## src/drive_cmd_pkg.sv

```systemverilog
package drive_cmd_pkg;

   ////////////////////////////////////////////////////////////////////////////
   // Register byte offsets on the bus
   localparam logic [4:0] CFG_OFS = 5'h00;
   localparam logic [4:0] TERM_ASSIGN_A_OFS = 5'h04;
   localparam logic [4:0] TERM_ASSIGN_B_OFS = 5'h08;
   localparam logic [4:0] OUT_ASSIGN_OFS = 5'h0C;
   localparam logic [4:0] STATUS_OFS = 5'h10;
   localparam logic [4:0] IRQ_STATUS_OFS = 5'h14;
   localparam logic [4:0] IRQ_MASK_OFS = 5'h18;
   localparam logic [4:0] CONTROL_OFS = 5'h1C;

   ////////////////////////////////////////////////////////////////////////////
   // Reset values
   localparam logic [31:0] CFG_RST = 32'h0000_0000;
   localparam logic [31:0] TERM_ASSIGN_A_RST = 32'h0000_0000;
   // Run terminal 1 forward, run terminal 2 reverse
   localparam logic [31:0] TERM_ASSIGN_B_RST = 32'h0063_6200;
   localparam logic [31:0] OUT_ASSIGN_RST = 32'h0000_0000;
   localparam logic [2:0] IRQ_MASK_RST = 3'h0;

   ////////////////////////////////////////////////////////////////////////////
   // Configuration field positions
   localparam int CFG_POL_BIT = 0;
   localparam int CFG_PID_MODE_LSB = 1;
   localparam int CFG_ANALOG_SRC_BIT = 3;
   localparam int CFG_DECEL_LSB = 16;
   localparam int OUT_POL_BIT = 7;
   localparam int CTRL_ALARM_CLR_BIT = 0;

   // PID mode encodings
   localparam logic [1:0] PID_MODE_OFF = 2'h0;
   localparam logic [1:0] PID_MODE_NORMAL = 2'h1;
   localparam logic [1:0] PID_MODE_INVERSE = 2'h2;

   // Interrupt bit positions
   localparam int IRQ_ALARM_BIT = 0;
   localparam int IRQ_MONITOR_BIT = 1;
   localparam int IRQ_RUN_START_BIT = 2;

   ////////////////////////////////////////////////////////////////////////////
   // Terminal function codes
   localparam int N_GEN_TERM = 5;
   localparam int N_ALL_TERM = 7;
   localparam int N_FUNC = 10;
   localparam logic [7:0] FN_PID_BYPASS = 8'h14;
   localparam logic [7:0] FN_MONITOR = 8'h19;
   localparam logic [7:0] FN_FWD = 8'h62;
   localparam logic [7:0] FN_REV = 8'h63;
   localparam logic [7:0] ALARM_SIG_CODE = 8'h63;
   // Index order: bypass, invert, link, monitor, search, feedback,
   // forced stop, accum reset, integral hold, overload stop
   localparam logic [7:0] FUNC_CODES [N_FUNC] = '{
      8'h14, 8'h15, 8'h18, 8'h19, 8'h1A, 8'h1B, 8'h1E, 8'h21, 8'h22, 8'h2E};

endpackage

```

## src/terminal_function_match.sv

```systemverilog
`timescale 1ns/100ps
// Finds the terminals assigned to one function code
module terminal_function_match #(
   parameter int N = 7
) (
   input wire logic [N*8-1:0] i_codes,
   input wire logic [N-1:0] i_terms,
   input wire logic [7:0] i_code,
   output logic o_on,
   output logic o_assigned
);

   // Any assigned terminal that is high turns the function on
   always_comb begin
      o_on = 1'b0;
      o_assigned = 1'b0;
      for (int k = 0; k < N; k++) begin
         if (i_codes[k*8 +: 8] == i_code) begin
            o_assigned = 1'b1;
            o_on = o_on | i_terms[k];
         end
      end
   end

endmodule

```

## src/output_terminal_select.sv

```systemverilog
`timescale 1ns/100ps
// One programmable output terminal: signal pick plus polarity
module output_terminal_select (
   input wire logic i_clk,
   input wire logic i_rst_n,
   input wire logic [127:0] i_signals,
   input wire logic [7:0] i_assign,
   output logic o_level
);

   // Registered so the pin never glitches on a reassignment
   always_ff @(posedge i_clk or negedge i_rst_n) begin
      if (!i_rst_n) begin
         o_level <= 1'b0;
      end else begin
         o_level <= i_signals[i_assign[6:0]] ^ i_assign[drive_cmd_pkg::OUT_POL_BIT];
      end
   end

endmodule

```

## src/drive_terminal_command_decoder.sv

```systemverilog
`timescale 1ns/100ps
// How it works
// - Invert only analog sources of primary command
// - Analog direction: polarity setting XOR invert
// - Bypass ON disables PID, uses manual frequency
// - PID polarity from mode, invert flips it
// - PID mode not off: manual polarity from setting only
// - Link priority command; unassigned means ON
// - Monitor-only inputs reported, no drive effect
// - Speed search command sampled at run start
// - Feedback enable changes only while stopped
// - Forced stop decelerates, then enters alarm
// - Reset command clears integral and derivative
// - Hold command freezes the integral term
// - Overload stop enable; unassigned means enabled
// - Forward run, only from run terminals
// - Reverse run, only from run terminals
// - Output terminals select signal and polarity
// - Relay energises on its selected signal (alarm is code 63h), negative inverts
module drive_terminal_command_decoder (
   input wire logic i_clk,
   input wire logic i_rst_n,
   // Avalon-MM slave
   input wire logic [4:0] i_avs_address,
   input wire logic i_avs_read,
   input wire logic i_avs_write,
   input wire logic [31:0] i_avs_writedata,
   input wire logic [3:0] i_avs_byteenable,
   output logic [31:0] o_avs_readdata,
   output logic o_avs_waitrequest,
   // Terminal inputs
   input wire logic [4:0] i_gen_terms,
   input wire logic [1:0] i_run_terms,
   input wire logic i_motor_running,
   input wire logic [127:0] i_drive_signals,
   // Decoded commands
   output logic o_analog_dir_invert,
   output logic o_pid_enable,
   output logic o_pid_out_invert,
   output logic o_manual_freq_invert,
   output logic o_link_priority,
   output logic o_speed_search_en,
   output logic o_speed_feedback_en,
   output logic o_forced_stop_req,
   output logic [15:0] o_forced_stop_decel_time,
   output logic o_alarm,
   output logic o_pid_accum_reset,
   output logic o_pid_integral_hold,
   output logic o_overload_stop_en,
   output logic o_run_forward,
   output logic o_run_reverse,
   output logic o_out_y1,
   output logic o_out_y2,
   output logic o_relay_energize,
   output logic o_irq
);

   ////////////////////////////////////////////////////////////////////////////
   // Registers
   logic [31:0] cfg_q; // Polarity, PID mode, source, decel time
   logic [31:0] assign_a_q; // Codes of general terminals 0..3
   logic [31:0] assign_b_q; // Terminal 4 and both run terminals
   logic [23:0] out_assign_q; // Y1, Y2, relay assignments
   logic [2:0] irq_status_q; // Sticky events
   logic [2:0] irq_mask_q; // Interrupt enables
   logic ack_q; // Bus answer cycle
   logic [31:0] rdata_q; // Captured read word

   // Internal state
   logic alarm_q; // Forced stop alarm
   logic run_q; // Run command last cycle
   logic [4:0] mon_q; // Monitor inputs last cycle
   logic search_q; // Latched speed search choice
   logic feedback_q; // Latched feedback enable

   // Decode results
   localparam int N_ALL_TERM_W = drive_cmd_pkg::N_ALL_TERM * 8;
   logic [N_ALL_TERM_W-1:0] all_codes;
   logic [drive_cmd_pkg::N_ALL_TERM-1:0] all_terms;
   logic [drive_cmd_pkg::N_FUNC-1:0] fn_on; // Function active
   logic [drive_cmd_pkg::N_FUNC-1:0] fn_asg; // Function assigned
   logic fwd_on; // Forward from run terminals
   logic rev_on; // Reverse from run terminals
   logic [4:0] mon_in; // Monitor-only terminal levels
   logic [1:0] pid_mode;
   logic polarity;
   logic invert_cmd;
   logic pid_on;
   logic stop_req;
   logic run_cmd;
   logic run_start;
   logic alarm_set;
   logic mon_change;
   logic [2:0] irq_events;
   logic [127:0] signals;

   // Bus strobes
   logic req;
   logic wr_en;
   logic [31:0] bmask; // Byte enables as a bit mask

   ////////////////////////////////////////////////////////////////////////////
   // Terminal decoding
   assign all_codes = {assign_b_q[23:0], assign_a_q};
   assign all_terms = {i_run_terms, i_gen_terms};

   // One matcher per general function, over all terminals
   for (genvar f = 0; f < drive_cmd_pkg::N_FUNC; f++) begin : g_fn
      terminal_function_match #(
         .N(drive_cmd_pkg::N_ALL_TERM)
      ) u_match (
         .i_codes(all_codes),
         .i_terms(all_terms),
         .i_code(drive_cmd_pkg::FUNC_CODES[f]),
         .o_on(fn_on[f]),
         .o_assigned(fn_asg[f])
      );
   end

   // Run commands only from the two run terminals
   terminal_function_match #(
      .N(2)
   ) u_fwd (
      .i_codes(assign_b_q[23:8]),
      .i_terms(i_run_terms),
      .i_code(drive_cmd_pkg::FN_FWD),
      .o_on(fwd_on),
      .o_assigned()
   );

   terminal_function_match #(
      .N(2)
   ) u_rev (
      .i_codes(assign_b_q[23:8]),
      .i_terms(i_run_terms),
      .i_code(drive_cmd_pkg::FN_REV),
      .o_on(rev_on),
      .o_assigned()
   );

   // Monitor-only terminals, fed to status and the monitor interrupt only
   always_comb begin
      for (int k = 0; k < 5; k++) begin
         mon_in[k] = i_gen_terms[k] & (all_codes[k*8 +: 8] == drive_cmd_pkg::FN_MONITOR);
      end
   end

   ////////////////////////////////////////////////////////////////////////////
   // Command conditions
   assign pid_mode = cfg_q[drive_cmd_pkg::CFG_PID_MODE_LSB +: 2];
   assign polarity = cfg_q[drive_cmd_pkg::CFG_POL_BIT];
   assign invert_cmd = fn_on[1];
   // PID runs only in a process mode with bypass off
   assign pid_on = ((pid_mode == drive_cmd_pkg::PID_MODE_NORMAL) ||
                    (pid_mode == drive_cmd_pkg::PID_MODE_INVERSE)) && !fn_on[0];
   // Forced stop only when assigned and the terminal is low
   assign stop_req = fn_asg[6] && !fn_on[6];
   // Both directions at once counts as no run
   assign run_cmd = fwd_on ^ rev_on;
   assign run_start = run_cmd && !run_q && !i_motor_running;
   assign alarm_set = stop_req && !i_motor_running && !alarm_q;
   assign mon_change = (mon_in != mon_q);
   assign irq_events = {run_start, mon_change, alarm_set};

   // Alarm signal merged into the output signal vector
   always_comb begin
      signals = i_drive_signals;
      signals[drive_cmd_pkg::ALARM_SIG_CODE[6:0]] =
         i_drive_signals[drive_cmd_pkg::ALARM_SIG_CODE[6:0]] | alarm_q;
   end

   ////////////////////////////////////////////////////////////////////////////
   // Bus handshake: one wait cycle, answer on the second
   assign req = (i_avs_read || i_avs_write) && !ack_q;
   assign wr_en = i_avs_write && !ack_q;
   assign o_avs_waitrequest = (i_avs_read || i_avs_write) && !ack_q;
   assign o_avs_readdata = rdata_q;

   // Byte enables to bit mask
   always_comb begin
      for (int b = 0; b < 4; b++) begin
         bmask[b*8 +: 8] = {8{i_avs_byteenable[b]}};
      end
   end

   // Answer strobe
   always_ff @(posedge i_clk or negedge i_rst_n) begin
      if (!i_rst_n) begin
         ack_q <= 1'b0;
      end else begin
         ack_q <= req;
      end
   end

   // Read word capture, unmapped reads as zero
   always_ff @(posedge i_clk or negedge i_rst_n) begin
      if (!i_rst_n) begin
         rdata_q <= 32'h0000_0000;
      end else if (req && i_avs_read) begin
         case (i_avs_address)
            drive_cmd_pkg::CFG_OFS: rdata_q <= cfg_q;
            drive_cmd_pkg::TERM_ASSIGN_A_OFS: rdata_q <= assign_a_q;
            drive_cmd_pkg::TERM_ASSIGN_B_OFS: rdata_q <= assign_b_q;
            drive_cmd_pkg::OUT_ASSIGN_OFS: rdata_q <= {8'h00, out_assign_q};
            drive_cmd_pkg::STATUS_OFS: begin
               rdata_q <= {17'h0_0000, o_run_reverse, o_run_forward, pid_on,
                           feedback_q, search_q, stop_req, alarm_q,
                           3'h0, mon_in};
            end
            drive_cmd_pkg::IRQ_STATUS_OFS: rdata_q <= {29'h0000_0000, irq_status_q};
            drive_cmd_pkg::IRQ_MASK_OFS: rdata_q <= {29'h0000_0000, irq_mask_q};
            default: rdata_q <= 32'h0000_0000;
         endcase
      end
   end

   // Configuration and assignment registers
   always_ff @(posedge i_clk or negedge i_rst_n) begin
      if (!i_rst_n) begin
         cfg_q <= drive_cmd_pkg::CFG_RST;
         assign_a_q <= drive_cmd_pkg::TERM_ASSIGN_A_RST;
         assign_b_q <= drive_cmd_pkg::TERM_ASSIGN_B_RST;
         out_assign_q <= drive_cmd_pkg::OUT_ASSIGN_RST[23:0];
         irq_mask_q <= drive_cmd_pkg::IRQ_MASK_RST;
      end else if (wr_en) begin
         case (i_avs_address)
            drive_cmd_pkg::CFG_OFS: begin
               cfg_q <= (cfg_q & ~bmask) | (i_avs_writedata & bmask);
            end
            drive_cmd_pkg::TERM_ASSIGN_A_OFS: begin
               assign_a_q <= (assign_a_q & ~bmask) | (i_avs_writedata & bmask);
            end
            drive_cmd_pkg::TERM_ASSIGN_B_OFS: begin
               assign_b_q <= (assign_b_q & ~bmask) | (i_avs_writedata & bmask);
            end
            drive_cmd_pkg::OUT_ASSIGN_OFS: begin
               out_assign_q <= (out_assign_q & ~bmask[23:0]) |
                               (i_avs_writedata[23:0] & bmask[23:0]);
            end
            drive_cmd_pkg::IRQ_MASK_OFS: begin
               if (i_avs_byteenable[0]) begin
                  irq_mask_q <= i_avs_writedata[2:0];
               end
            end
            default: begin
               // Read-only, unmapped, or written in another block: ignored
            end
         endcase
      end
   end

   ////////////////////////////////////////////////////////////////////////////
   // Interrupt status: write one to clear, a new event wins
   always_ff @(posedge i_clk or negedge i_rst_n) begin
      if (!i_rst_n) begin
         irq_status_q <= 3'h0;
      end else begin
         if (wr_en && (i_avs_address == drive_cmd_pkg::IRQ_STATUS_OFS) &&
             i_avs_byteenable[0]) begin
            irq_status_q <= (irq_status_q & ~i_avs_writedata[2:0]) | irq_events;
         end else begin
            irq_status_q <= irq_status_q | irq_events;
         end
      end
   end

   // Level interrupt from unmasked sticky bits
   always_ff @(posedge i_clk or negedge i_rst_n) begin
      if (!i_rst_n) begin
         o_irq <= 1'b0;
      end else begin
         o_irq <= |(irq_status_q & irq_mask_q);
      end
   end

   ////////////////////////////////////////////////////////////////////////////
   // Forced stop alarm, cleared from control, a new stop wins
   always_ff @(posedge i_clk or negedge i_rst_n) begin
      if (!i_rst_n) begin
         alarm_q <= 1'b0;
      end else if (alarm_set) begin
         alarm_q <= 1'b1;
      end else if (wr_en && (i_avs_address == drive_cmd_pkg::CONTROL_OFS) &&
                   i_avs_byteenable[0] &&
                   i_avs_writedata[drive_cmd_pkg::CTRL_ALARM_CLR_BIT]) begin
         alarm_q <= stop_req && !i_motor_running;
      end
   end

   // Run edge and monitor history
   always_ff @(posedge i_clk or negedge i_rst_n) begin
      if (!i_rst_n) begin
         run_q <= 1'b0;
         mon_q <= 5'h00;
      end else begin
         run_q <= run_cmd;
         mon_q <= mon_in;
      end
   end

   // Speed search choice caught at the start of a run
   always_ff @(posedge i_clk or negedge i_rst_n) begin
      if (!i_rst_n) begin
         search_q <= 1'b0;
      end else if (run_start) begin
         search_q <= fn_on[4];
      end
   end

   // Feedback enable follows the terminal only while stopped
   always_ff @(posedge i_clk or negedge i_rst_n) begin
      if (!i_rst_n) begin
         feedback_q <= 1'b1;
      end else if (!i_motor_running) begin
         feedback_q <= fn_on[5] || !fn_asg[5];
      end
   end

   ////////////////////////////////////////////////////////////////////////////
   // Registered command outputs
   always_ff @(posedge i_clk or negedge i_rst_n) begin
      if (!i_rst_n) begin
         o_analog_dir_invert <= 1'b0;
         o_pid_enable <= 1'b0;
         o_pid_out_invert <= 1'b0;
         o_manual_freq_invert <= 1'b0;
         o_link_priority <= 1'b1;
         o_pid_accum_reset <= 1'b0;
         o_pid_integral_hold <= 1'b0;
         o_overload_stop_en <= 1'b1;
         o_run_forward <= 1'b0;
         o_run_reverse <= 1'b0;
      end else begin
         // Only an analog primary source is switched
         o_analog_dir_invert <= cfg_q[drive_cmd_pkg::CFG_ANALOG_SRC_BIT] &&
                                (polarity ^ invert_cmd);
         o_pid_enable <= pid_on;
         o_pid_out_invert <= pid_on &&
                             ((pid_mode == drive_cmd_pkg::PID_MODE_INVERSE) ^
                              invert_cmd);
         // Manual path ignores the invert command in process mode
         if (pid_mode != drive_cmd_pkg::PID_MODE_OFF) begin
            o_manual_freq_invert <= polarity;
         end else begin
            o_manual_freq_invert <= cfg_q[drive_cmd_pkg::CFG_ANALOG_SRC_BIT] &&
                                    (polarity ^ invert_cmd);
         end
         o_link_priority <= fn_on[2] || !fn_asg[2];
         o_pid_accum_reset <= fn_on[7];
         o_pid_integral_hold <= fn_on[8];
         o_overload_stop_en <= fn_on[9] || !fn_asg[9];
         // No run while forced stop or alarm holds
         o_run_forward <= fwd_on && !rev_on && !stop_req && !alarm_q;
         o_run_reverse <= rev_on && !fwd_on && !stop_req && !alarm_q;
      end
   end

   // Direct state outputs
   assign o_speed_search_en = search_q;
   assign o_speed_feedback_en = feedback_q;
   assign o_forced_stop_req = stop_req;
   assign o_forced_stop_decel_time = cfg_q[drive_cmd_pkg::CFG_DECEL_LSB +: 16];
   assign o_alarm = alarm_q;

   ////////////////////////////////////////////////////////////////////////////
   // Programmable output terminals
   output_terminal_select u_y1 (
      .i_clk(i_clk),
      .i_rst_n(i_rst_n),
      .i_signals(signals),
      .i_assign(out_assign_q[7:0]),
      .o_level(o_out_y1)
   );

   output_terminal_select u_y2 (
      .i_clk(i_clk),
      .i_rst_n(i_rst_n),
      .i_signals(signals),
      .i_assign(out_assign_q[15:8]),
      .o_level(o_out_y2)
   );

   output_terminal_select u_relay (
      .i_clk(i_clk),
      .i_rst_n(i_rst_n),
      .i_signals(signals),
      .i_assign(out_assign_q[23:16]),
      .o_level(o_relay_energize)
   );

endmodule

```

## config.mk

```make
export PLATFORM = sky130hd
export DESIGN_NAME = drive_terminal_command_decoder
export DESIGN_NICKNAME = d
export VERILOG_FILES = /design/src/drive_cmd_pkg.sv /design/src/terminal_function_match.sv /design/src/output_terminal_select.sv /design/src/drive_terminal_command_decoder.sv
export SDC_FILE = /design/constraint.sdc
export NUM_CORES = 1
export LEC_CHECK = 0
export ABC_AREA = 1
export BUFFER_PORTS_ARGS = -buffer_cell sky130_fd_sc_hd__buf_2
export CAP_MARGIN = 20
export CORE_AREA = 2 2 212 214
export CTS_CLUSTER_DIAMETER = 80
export DETAILED_ROUTE_END_ITERATION = 6
export DIE_AREA = 0 0 214 216
export PLACE_DENSITY = 0.71
export SYNTH_ARGS = -nofsm -noshare
export SYNTH_HDL_FRONTEND = slang
export SYNTH_HIERARCHICAL = 1
export SYNTH_SLANG_ARGS = --single-unit
```

## constraint.sdc

```tcl
create_clock -name i_clk -period 2.5 [get_ports i_clk]
set_input_delay 0.125 -clock i_clk [delete_from_list [all_inputs] [get_ports i_clk]]
set_output_delay 0.125 -clock i_clk [all_outputs]
set_load 0.005 [all_outputs]
```

==> results.md <==
* Mapped Cells at 3,763
* Layout Utilization at ~56%
* Relative slew slack at between 40% and 50%
* Initial core utilization at between 50 and 60%
* Hold Path Class: input port to register
* Worst slew pin tran at between 700 and 800 ps
* Layout cells sized above 1 at between 10% and 20%
* Via count at approximately 25k
* FILL cells at between 4k and 5k
* Max-Cap Viols at 0
* Final Power at ~12 mW
* Area of the die at ~46,000 um2
* Pin count of the biggest net entering global routing at a little under 70
* Nature of the critical path startpoint: register
* Clk buf depth at 2
* Unrepaired setup endpoints after global routing: no
* Clock sink total at around 180
* Clk_lat worst skew at 470 ps
* Vias in the first global route at roughly 23k
* HP Start: i_avs_writedata[4]
* Grt met3 use at around 5.6%
* FF-to-FF path depth at 12
* Area grow syn2layout at 11.3%
* Antenna violations before repair at 1
* Peak supply drop at roughly 510 uV
* PwrDens at between 400 and 500 nW/um2
* R2R Setup Slk at between 300 and 400 ps
* 1st-iter DRT viols at 3,273
* Top Ports at about 250
* Final setup viols at 0
* Final ANT Viol Nets at 0
* Root Buffer: clkbuf_16
* Total Nets Final at between 4k and 5k
* DRC at 2
* Tcrit/Tclk final at between 90 and 100%
* Mapped Avg Cell Area at a little under 6 um2
* Top Usage Layer GRT: met2
* Die W at roughly 210 um
* Status: complete, but fails checks
* Die Y at between 200 and 250 um
* TritonCTS clock tree: done
* Wire per inst at 18.8 um
* Leakage power total at ~12 nW
* Total gr overflow at 0
* # diodes at 0
* Site Rows at 77
* Failing checks: design-rule violations
* PortBufs at approximately 250
* Critical path class: register to output port
* Total Wirelength at between 80,000 and 90,000 um
* Setup TNS at 0 ps
* Ys Warns at 6
* Peak fanout along the critical path at 11
* DP Area at around 24,000 um2
* Crit. End Element: output port
* Required @ worst endpoint at approximately 2400 ps
* GP Congestion at ~1.0
* Worst flop-to-flop path endpoint: o_speed_search_en
* FMAX at 417 MHz
* GRT Overall Usage at a little under two fifths
* Slew Limit Fails at 0
* Clk pin slew, worst setup/hold paths at 80 ps
* First-pass GRT wire length at between 100,000 and 150,000 um
* Vias per Instance at 5.30
* Post-Route Skew at 27.6 ps
* Post-route cell area at 24,500 um2
* H-Tree Depth at 4
* Critical Path AT at approximately 2300 ps
* Hold path cells at 3
* Dpl hpwl at between 60,000 and 70,000 um
* Cell Area, Synth at roughly 22,000 um2
* CTS buffer count at 17
* Core area at 43,800 um2
* GR Util met1 at between 40% and 50%
* Final min period at ~2400 ps
* Met2 Usage GRT at roughly 59%
* First drt pass iteration count at 7
* Hold Fails Final Rpt at 0
-- layout by cell type (no fill, tap or decap), types with 4 or more instances in the layout --
cell / instances
nand2_1: 1794
nand3_1: 437
xnor2_1: 332
inv_1: 309
buf_2: 246
nor2_1: 179
dfrtp_1: 164
conb_1: 114
buf_4: 112
o21ai_1: 63
o21ai_0: 41
nand4_1: 39
inv_2: 38
nand2_2: 32
o21ai_2: 32
nor2_2: 31
clkbuf_16: 17
inv_6: 12
dlygate4sd3_1: 12
dfstp_2: 9
inv_4: 9
xnor2_2: 9
dfrtp_2: 8
buf_12: 8
clkinv_8: 5
ha_1: 4
and2_0: 4
-- where the power goes --
part	internal, mW	switching [mW]	leakage (nW)	total (mW)
Combinational	1.88	3.18	9.54	5.06
Clock	1.39	1.45	0.294	2.84
Sequential	3.22	0.497	2.44	3.72
-- layer usage --
metal	vias to the layer above	share of wire, %
met2	1405	44
met3	319	9.1
met5	-	0
met4	0	7.3
met1	11100	39
li1	12000	-
-- worst max-delay path, cell delays in order (launching register included) --
cell and delay (ps):
dfrtp_1 650, xnor2_1 170, nand2_1 70, nor2_1 240, nand2_1 100, nand2_1 70
nor2_1 40, nand3_1 50, inv_1 50, nor2_2 110, buf_4 160, buf_2 110
-- how the worst max path moves through the flow --
| stage | start | endpoint | slack [ps] | cells past startpoint |
|---|---|---|---|---|
| final | register | o_forced_stop_req | 100 | 11 |
| after global routing | register | o_forced_stop_req | 10 | 11 |
| after CTS | register | o_forced_stop_req | 50 | 11 |
| after detailed placement | register | o_avs_readdata[9] | 380 | 14 |
| after global placement | register | o_avs_readdata[12] | 390 | 12 |
| after floorplan | register | o_speed_search_en | 530 | 10 |
-- per-stage QoR --
step	instances	hold WS, ps	setup WS [ps]
floorplan	3875	-171	526
global placement	4637	195	391
detailed placement	4637	201	375
CTS	4682	1.51	50.0
global route	4682	15.5	14.2
finish	4682	1.39	100
-- final cells by class --
type	count	area (um2)	share of cell area, %
flip-flops and latches	182	4580	18.7
well taps	592	741	3.02
clock buffers	18	439	1.79
repair buffers	381	2390	9.74
clock inverters	14	174	0.709
inverters	365	1440	5.86
multi-input cells	3130	14800	60.2
-- timing repair --
action	CTS	global route
setup buffers	1	0
endpoints found under the setup margin	1	1
gates resized for setup	0	9
hold endpoints to repair	82	0
hold buffers	12	0
cloned	0	0
Note: power is estimated with default switching activity, not from simulation.
